===== config.mk =====
export PLATFORM = sky130hd
export DESIGN_NAME = asq_sequencer
export DESIGN_NICKNAME = d
export VERILOG_FILES = /design/src/asq_pkg.sv /design/src/asq_tad_gen.sv /design/src/asq_sequencer.sv
export SDC_FILE = /design/constraint.sdc
export NUM_CORES = 1
export LEC_CHECK = 0
export BUFFER_PORTS_ARGS = -buffer_cell sky130_fd_sc_hd__buf_4
export CORE_ASPECT_RATIO = 0.8
export CORE_MARGIN = 1
export CORE_UTILIZATION = 45
export CTS_CLUSTER_SIZE = 16
export DETAILED_ROUTE_END_ITERATION = 7
export PLACE_DENSITY = 0.65
export SYNTH_ARGS = -nofsm -noshare
export SYNTH_HDL_FRONTEND = slang
export SYNTH_HIERARCHICAL = 1
export SYNTH_SLANG_ARGS = --single-unit

===== constraint.sdc =====
create_clock -name clk_sys_i -period 4.92 [get_ports clk_sys_i]
set_input_delay 0 -clock clk_sys_i [delete_from_list [all_inputs] [get_ports clk_sys_i]]
set_output_delay 0 -clock clk_sys_i [all_outputs]
set_load 0.005 [all_outputs]

===== src/asq_pkg.sv =====
// constants and types for the converter acquisition and conversion sequencer
// How it works
// - with acquisition time select at 000, go ends sampling at once and conversion starts.
// - with a nonzero acquisition select, go keeps sampling for that time, then converts.
// - during programmed acquisition the selected input stays sampled, so software need not wait.
// - at the end of a conversion go clears, the done flag sets and sampling resumes.
// - no register bit shows where acquisition ends and conversion begins (sample_o and convert_o do); go stays set through both.
// - a conversion lasts 11 bit periods at 10-bit resolution and 13 at 12-bit resolution.
// - the clock select picks 2, 4, 8, 16, 32, 64 or 128 oscillator periods or the internal RC source.
// - with the RC source chosen, bit periods come from the RC ticks, not the system clock.
// - channel select and direction bits never gate the start or end of a conversion.
// - port data reads return zero on every pin configured as analog.
package asq_pkg;
  localparam int DW = 8;
  localparam int AW = 4;
  localparam int NPIN = 16;
  localparam int RW = 12;
  // register offsets
  localparam logic [3:0] OFS_CTRL0 = 4'h0;
  localparam logic [3:0] OFS_CTRL1 = 4'h1;
  localparam logic [3:0] OFS_STATUS = 4'h2;
  localparam logic [3:0] OFS_MASK = 4'h3;
  localparam logic [3:0] OFS_ANCFG_LO = 4'h4;
  localparam logic [3:0] OFS_ANCFG_HI = 4'h5;
  localparam logic [3:0] OFS_DIR_LO = 4'h6;
  localparam logic [3:0] OFS_DIR_HI = 4'h7;
  localparam logic [3:0] OFS_PORT_LO = 4'h8;
  localparam logic [3:0] OFS_PORT_HI = 4'h9;
  localparam logic [3:0] OFS_RES_LO = 4'hA;
  localparam logic [3:0] OFS_RES_HI = 4'hB;
  // field positions
  localparam int GO_BIT = 0;
  localparam int CHS_LSB = 1;
  localparam int CHS_W = 4;
  localparam int ADCS_LSB = 0;
  localparam int ACQT_LSB = 3;
  localparam int SEL_W = 3;
  localparam int RES12_BIT = 7;
  localparam int DONE_BIT = 0;
  // reset values and select codes
  localparam logic [7:0] CTRL1_RST = 8'h00;
  localparam logic [15:0] ANCFG_RST = 16'h0000;
  localparam logic [15:0] DIR_RST = 16'hFFFF;
  localparam logic [2:0] ACQT_NONE = 3'h0;
  localparam logic [2:0] ADCS_RC = 3'h3;
  // timing counts in bit periods, divider width and states
  localparam logic [4:0] CONV_TAD_10 = 5'd11;
  localparam logic [4:0] CONV_TAD_12 = 5'd13;
  localparam int DIV_W = 7;
  typedef enum logic [1:0] {
    ST_SAMPLE,
    ST_ACQ,
    ST_CONV
  } asq_state_e;
endpackage


===== src/asq_tad_gen.sv =====
// bit period tick generator: divided oscillator or internal rc ticks
`timescale 1ns/1ns
module asq_tad_gen (
  // clock and reset
  input wire logic clk_sys_i,
  input wire logic srst_i,
  // control
  input wire logic run_i,
  input wire logic [asq_pkg::SEL_W-1:0] sel_i,
  input wire logic rc_tick_i,
  // tick out
  output logic tick_o
);
  import asq_pkg::*;
  typedef struct packed {
    logic [DIV_W-1:0] cnt;
    logic tick;
  } asq_tad_s;
  asq_tad_s s_q;
  asq_tad_s s_d;
  logic [2:0] idx;
  logic [DIV_W-1:0] period;
  always_comb begin
    idx = {sel_i[1:0], sel_i[2]};
    // 000:2 100:4 001:8 101:16 010:32 110:64
    period = DIV_W'(2) << idx;
    s_d = s_q;
    s_d.tick = 1'b0;
    if (!run_i) begin
      s_d.cnt = '0;
    end else if (sel_i == ADCS_RC) begin
      s_d.tick = rc_tick_i;
      s_d.cnt = '0;
    end else if (s_q.cnt == period - DIV_W'(1)) begin
      s_d.cnt = '0;
      s_d.tick = 1'b1;
    end else begin
      s_d.cnt = s_q.cnt + DIV_W'(1);
    end
  end
  always_ff @(posedge clk_sys_i) begin
    if (srst_i) begin
      s_q <= '0;
    end else begin
      s_q <= s_d;
    end
  end
  assign tick_o = s_q.tick;
endmodule


===== src/asq_sequencer.sv =====
// converter acquisition and conversion sequencer with register port
//
// Chosen here: the address map and the address-and-strobe port.
`timescale 1ns/1ns
module asq_sequencer (
  // clock and reset
  input wire logic clk_sys_i,
  input wire logic srst_i,
  // register port
  input wire logic [asq_pkg::AW-1:0] addr_i,
  input wire logic [asq_pkg::DW-1:0] wdata_i,
  input wire logic wr_i,
  input wire logic rd_i,
  output logic [asq_pkg::DW-1:0] rdata_o,
  // interrupt
  output logic irq_o,
  // pins and rc source
  input wire logic [asq_pkg::NPIN-1:0] pin_i,
  input wire logic rc_tick_i,
  // converter array
  input wire logic [asq_pkg::RW-1:0] result_i,
  output logic sample_o,
  output logic convert_o,
  output logic res12_o,
  output logic tad_tick_o,
  output logic [asq_pkg::CHS_W-1:0] channel_o,
  output logic [asq_pkg::NPIN-1:0] analog_en_o
);
  import asq_pkg::*;

  typedef struct packed {
    asq_state_e st;
    logic go;
    logic [CHS_W-1:0] chs;
    logic [DW-1:0] ctrl1;
    logic done_flag;
    logic done_mask;
    logic [NPIN-1:0] ancfg;
    logic [NPIN-1:0] dir;
    logic [RW-1:0] result;
    logic [SEL_W-1:0] acqt_l;
    logic [SEL_W-1:0] adcs_l;
    logic res12_l;
    logic [4:0] tad_cnt;
    logic [DW-1:0] rdata;
    logic irq;
    logic sample;
    logic convert;
    logic tad_tick;
  } asq_seq_s;

  asq_seq_s s_q;
  asq_seq_s s_d;
  logic tick;
  logic run;
  logic [NPIN-1:0] port_rd;
  logic wr_ctrl0;
  logic go_req;
  logic last_tad;
  logic [4:0] acq_len;
  logic [4:0] conv_len;

  // port data read per pin
  genvar gi;
  generate
    for (gi = 0; gi < NPIN; gi++) begin : g_port
      assign port_rd[gi] = s_q.ancfg[gi] ? 1'b0 : pin_i[gi];
    end
  endgenerate

  assign run = (s_q.st != ST_SAMPLE);

  asq_tad_gen u_tad (
    .clk_sys_i(clk_sys_i),
    .srst_i(srst_i),
    .run_i(run),
    .sel_i(s_q.adcs_l),
    .rc_tick_i(rc_tick_i),
    .tick_o(tick)
  );

  always_comb begin
    wr_ctrl0 = wr_i && (addr_i == OFS_CTRL0);
    go_req = wr_ctrl0 && wdata_i[GO_BIT] && !s_q.go;
    acq_len = {1'b0, s_q.acqt_l, 1'b0};
    conv_len = s_q.res12_l ? CONV_TAD_12 : CONV_TAD_10;
    last_tad = 1'b0;
    s_d = s_q;
    s_d.tad_tick = tick;

    // register writes
    if (wr_i) begin
      case (addr_i)
        OFS_CTRL0: begin
          s_d.chs = wdata_i[CHS_LSB +: CHS_W];
        end
        OFS_CTRL1: begin
          s_d.ctrl1 = wdata_i;
        end
        OFS_STATUS: begin
          if (wdata_i[DONE_BIT]) begin
            s_d.done_flag = 1'b0;
          end
        end
        OFS_MASK: begin
          s_d.done_mask = wdata_i[DONE_BIT];
        end
        OFS_ANCFG_LO: begin
          s_d.ancfg[7:0] = wdata_i;
        end
        OFS_ANCFG_HI: begin
          s_d.ancfg[15:8] = wdata_i;
        end
        OFS_DIR_LO: begin
          s_d.dir[7:0] = wdata_i;
        end
        OFS_DIR_HI: begin
          s_d.dir[15:8] = wdata_i;
        end
        default: begin
          s_d.ctrl1 = s_q.ctrl1;
        end
      endcase
    end

    // sequencer; channel and direction bits never gate it
    case (s_q.st)
      ST_SAMPLE: begin
        s_d.sample = 1'b1;
        s_d.convert = 1'b0;
        s_d.tad_cnt = '0;
        if (go_req) begin
          s_d.go = 1'b1;
          s_d.acqt_l = s_d.ctrl1[ACQT_LSB +: SEL_W];
          s_d.adcs_l = s_d.ctrl1[ADCS_LSB +: SEL_W];
          s_d.res12_l = s_d.ctrl1[RES12_BIT];
          if (s_d.ctrl1[ACQT_LSB +: SEL_W] == ACQT_NONE) begin
            s_d.st = ST_CONV;
            s_d.sample = 1'b0;
            s_d.convert = 1'b1;
          end else begin
            s_d.st = ST_ACQ;
            s_d.sample = 1'b1;
          end
        end
      end
      ST_ACQ: begin
        s_d.sample = 1'b1;
        s_d.convert = 1'b0;
        if (tick) begin
          if (s_q.tad_cnt == acq_len - 5'd1) begin
            s_d.tad_cnt = '0;
            s_d.st = ST_CONV;
            s_d.sample = 1'b0;
            s_d.convert = 1'b1;
          end else begin
            s_d.tad_cnt = s_q.tad_cnt + 5'd1;
          end
        end
      end
      ST_CONV: begin
        s_d.sample = 1'b0;
        s_d.convert = 1'b1;
        if (tick) begin
          if (s_q.tad_cnt == conv_len - 5'd1) begin
            last_tad = 1'b1;
            s_d.tad_cnt = '0;
          end else begin
            s_d.tad_cnt = s_q.tad_cnt + 5'd1;
          end
        end
      end
      default: begin
        s_d.st = ST_SAMPLE;
      end
    endcase

    // completion; the set wins over a same cycle clear
    if (last_tad) begin
      s_d.st = ST_SAMPLE;
      s_d.go = 1'b0;
      s_d.done_flag = 1'b1;
      s_d.sample = 1'b1;
      s_d.convert = 1'b0;
      s_d.result = result_i;
    end

    s_d.irq = s_d.done_flag && s_d.done_mask;

    // read data, one cycle after the strobe
    s_d.rdata = '0;
    if (rd_i) begin
      case (addr_i)
        OFS_CTRL0: begin
          // go stays high through acquisition and conversion alike
          s_d.rdata = {3'h0, s_q.chs, s_q.go};
        end
        OFS_CTRL1: begin
          s_d.rdata = s_q.ctrl1;
        end
        OFS_STATUS: begin
          s_d.rdata = {7'h00, s_q.done_flag};
        end
        OFS_MASK: begin
          s_d.rdata = {7'h00, s_q.done_mask};
        end
        OFS_ANCFG_LO: begin
          s_d.rdata = s_q.ancfg[7:0];
        end
        OFS_ANCFG_HI: begin
          s_d.rdata = s_q.ancfg[15:8];
        end
        OFS_DIR_LO: begin
          s_d.rdata = s_q.dir[7:0];
        end
        OFS_DIR_HI: begin
          s_d.rdata = s_q.dir[15:8];
        end
        OFS_PORT_LO: begin
          s_d.rdata = port_rd[7:0];
        end
        OFS_PORT_HI: begin
          s_d.rdata = port_rd[15:8];
        end
        OFS_RES_LO: begin
          s_d.rdata = s_q.result[7:0];
        end
        OFS_RES_HI: begin
          s_d.rdata = {4'h0, s_q.result[11:8]};
        end
        default: begin
          s_d.rdata = '0;
        end
      endcase
    end
  end

  always_ff @(posedge clk_sys_i) begin
    if (srst_i) begin
      s_q <= '0;
      s_q.st <= ST_SAMPLE;
      s_q.ctrl1 <= CTRL1_RST;
      s_q.ancfg <= ANCFG_RST;
      s_q.dir <= DIR_RST;
      s_q.sample <= 1'b1;
    end else begin
      s_q <= s_d;
    end
  end

  assign rdata_o = s_q.rdata;
  assign irq_o = s_q.irq;
  assign sample_o = s_q.sample;
  assign convert_o = s_q.convert;
  assign res12_o = s_q.res12_l;
  assign tad_tick_o = s_q.tad_tick;
  assign channel_o = s_q.chs;
  assign analog_en_o = s_q.ancfg;
endmodule


==> results.sh <==
export IMPL_synth_ff_latch_count=93
export IMPL_coreArea_um2=10400
export IMPL_viasPerCell=5.55
export IMPL_dp_hpwl_mm=8.78
export IMPL_synth_xor_area_share_pct=1.44
export IMPL_clk_pin_slew_ns=0.07
export IMPL_cts_sinks=93
export IMPL_synth_async_sr_flop_share_pct=0
export IMPL_layout_area_overhead_vs_synth_pct=18.8
export IMPL_p_comb_share_pct=10.6
export IMPL_ys_warn_count=6
export IMPL_grt_pass1_vias=3765
export IMPL_fin_nets=659
export IMPL_cts_hold_buf=20
export IMPL_routed_wl_mm=12.3
export IMPL_synth_top_family_by_area="simple AND/OR/NAND/NOR gates"
export IMPL_max_slew_margin_pct=48.5
export IMPL_initial_core_util_pct=46.9
export IMPL_syn_area_per_cell_um2=8.77
export IMPL_p_leak_nw=2.32
export IMPL_htreeDepth=3
export IMPL_remaining_drc_errors=0
export IMPL_routed_via_count=4166
export IMPL_n_antenna_cell=0
export IMPL_p_int_w=0.00123
export IMPL_synthAdderAreaFrac_pct=1.80
export IMPL_crit_required_ns=5.16
export IMPL_dieArea_um2=11200
export IMPL_p_per_area_nw_per_um2=284
export IMPL_num_rows=33
export IMPL_die_w_um=118
export IMPL_overflow=0
export IMPL_dr_pass1_iters=5
export IMPL_ys_seq_area_share_pct=38.3
export IMPL_p_total_w=0.00164
export IMPL_drv_cap=0
export IMPL_synth_nets=606
export IMPL_drive_gt1_share_pct=19.5
export IMPL_ys_types=66
export IMPL_grt_usage_pct=22.6
export IMPL_finClkSkew_ns=0.00848
export IMPL_pin_count=78
export IMPL_post_place_ws_ns=2.63
export IMPL_ant_nets=0
export IMPL_max_freq_ghz=0.437
export IMPL_syn_inst=554
export IMPL_synth_compound_area_share_pct=16.6
export IMPL_dr_first_iter_drc_count=324
export IMPL_cp_max_fo=5
export IMPL_vdd_drop_max_uv=220
export IMPL_postCtsSetupBuffers=0
export IMPL_fin_hold_ws_ns=0.0468
export IMPL_synth_edff_count=0
export IMPL_layout_min_cycle_time_ns=2.29
export IMPL_power_switching_w=0.000407
export IMPL_grt_setup_unrepaired="no"
export IMPL_crit_path_start_kind="register"
export IMPL_num_fill_cells=950
export IMPL_cts_max_path_buffers=2
export IMPL_cts_root_buf="clkbuf_16"
export IMPL_ys_flop_type="dfxtp_1"
export IMPL_netSwitchingFraction_pct=24.8
export IMPL_die_y_um=94.9
export IMPL_cp_data_arrival_time_ns=2.54
export IMPL_final_common_cell="dfxtp_1"
export IMPL_status="finished clean"
export IMPL_register_area_um2=1860
export IMPL_final_hold_violation_count=0
export IMPL_gp_congestion=0.854
export IMPL_insertion_delay_ns=0.35
export IMPL_p_clk_share_pct=42.2
export IMPL_cp_end_kind="register"
export IMPL_synth_mux_area_fraction_pct=11.0
export IMPL_drv_slew=0
export IMPL_cts_resized=0
export IMPL_synth_simple_area_share_pct=22.3
export IMPL_fin_ws_ns=2.63
export IMPL_final_cell_mix="93 x dfxtp_1, 78 x buf_4, 66 x nor2_1"
export IMPL_wl_per_cell_um=16.3
export IMPL_cts_tree="done"
export IMPL_antenna_found_initial=0
export IMPL_grt_max_degree=76
export IMPL_path_class="reg -> reg"
export IMPL_setup_tns_ns=0
export IMPL_setup_violations=0
export IMPL_io_buffers=77
export IMPL_worst_pin_slew_ns=0.772
export IMPL_numCtsBuffers=9
export IMPL_hp_class="in -> reg"
export IMPL_power_frac_seq_pct=47.2
export IMPL_grt_first_pass_wirelength_mm=19.6
export IMPL_multiInputGateArea_um2=2580
export IMPL_syn_area_um2=4860
export IMPL_timing_final_crit_share_pct=46.6
-- power groups by stage --
stage	Combinational (W)	Sequential [W]	Clock [W]
floorplan	0.000101	0.000788	0
global placement	0.000158	0.000791	0
detailed placement	0.000161	0.000791	0
finish	0.000174	0.000774	0.000692
CTS	0.000174	0.000773	0.000704
global route	0.000190	0.000775	0.000738
-- cell families after synthesis --
logic type / Yosys count
xor+xnor: 8
simple gates: 211
compound gates: 109
flops: 93
mux: 49
fa+ha+maj: 7
buf+inv: 77
-- synth_stat cells (all sizes together), types with 3 or more instances --
cell / number / area (µm²)
a2111oi: 3 / 70.1
a211o: 7 / 62.6
a211oi: 13 / 97.6
a21oi: 25 / 125
a22o: 5 / 43.8
a22oi: 8 / 60.1
a32oi: 6 / 52.6
and3: 7 / 45.1
buf: 39 / 275
clkbuf: 17 / 63.8
dfxtp: 93 / 1860
ha: 7 / 87.6
inv: 21 / 78.8
mux2: 4 / 45.0
mux2i: 42 / 420
mux4: 3 / 67.6
nand2: 44 / 165
nand2b: 6 / 37.5
nand3: 33 / 170
nand3b: 14 / 105
nor2: 67 / 254
nor2b: 14 / 87.6
nor3: 9 / 50.1
nor3b: 3 / 50.1
o211ai: 3 / 22.5
o21ai: 20 / 100
o22ai: 4 / 25.0
or3b: 3 / 28.8
xor2: 6 / 52.6
-- through the flow --
step | util (%) | cell area, µm² | std cells
finish | 55.7 | 5770 | 751
global route | 55.7 | 5770 | 751
CTS | 55.7 | 5770 | 751
detailed placement | 50.9 | 5280 | 716
global placement | 50.9 | 5280 | 716
floorplan | - | 4860 | 554
-- critical path: stages, from the launching register on --
cell and delay (ns):
dfxtp_1 0.40, inv_1 0.07, ha_1 0.21, xor2_1 0.16, or4b_4 0.52, a2111oi_4 0.43
nor3_2 0.07, a2111oi_2 0.32
-- path summary, 6_finish.rpt --
kind | from | end | slack [ns] | cells after the start
setup / recovery | acq_len[1] | s_q[84] | 2.63 | 7
hold / removal | rc_tick_i | u_tad/tick_o | 0.05 | 3
setup reg to reg | acq_len[1] | s_q[84] | 2.63 | 7
hold reg to reg | sample_o | sample_o | 0.46 | 2
-- per-layer routing --
layer	global-route usage [%]	vias to the layer above	routed length (µm)
met5	0	-	0
met4	5.88	0	131
met3	6.52	13	942
met2	33.0	143	5110
met1	32.2	1966	6070
li1	-	2044	-
-- layout make-up --
cell class	count	area share (%)
multi-input combinational	384	44.7
sequential	93	32.3
timing repair buffer	98	13.6
clock buffer	9	3.90
tap	140	3.04
inverter	21	1.37
clock inverter	6	1.13
-- flip-flops by register name (all words and copies together) (netlist names) --
register	cells
res12_o	1
u_tad/s_q	7
u_tad/tick_o	1
analog_en_o	16
s_q	49
irq_o	1
channel_o	4
sample_o	1
rdata_o	8
convert_o	1
tad_tick_o	1
acq_len	3
Note: power is estimated with default switching activity, not from simulation.
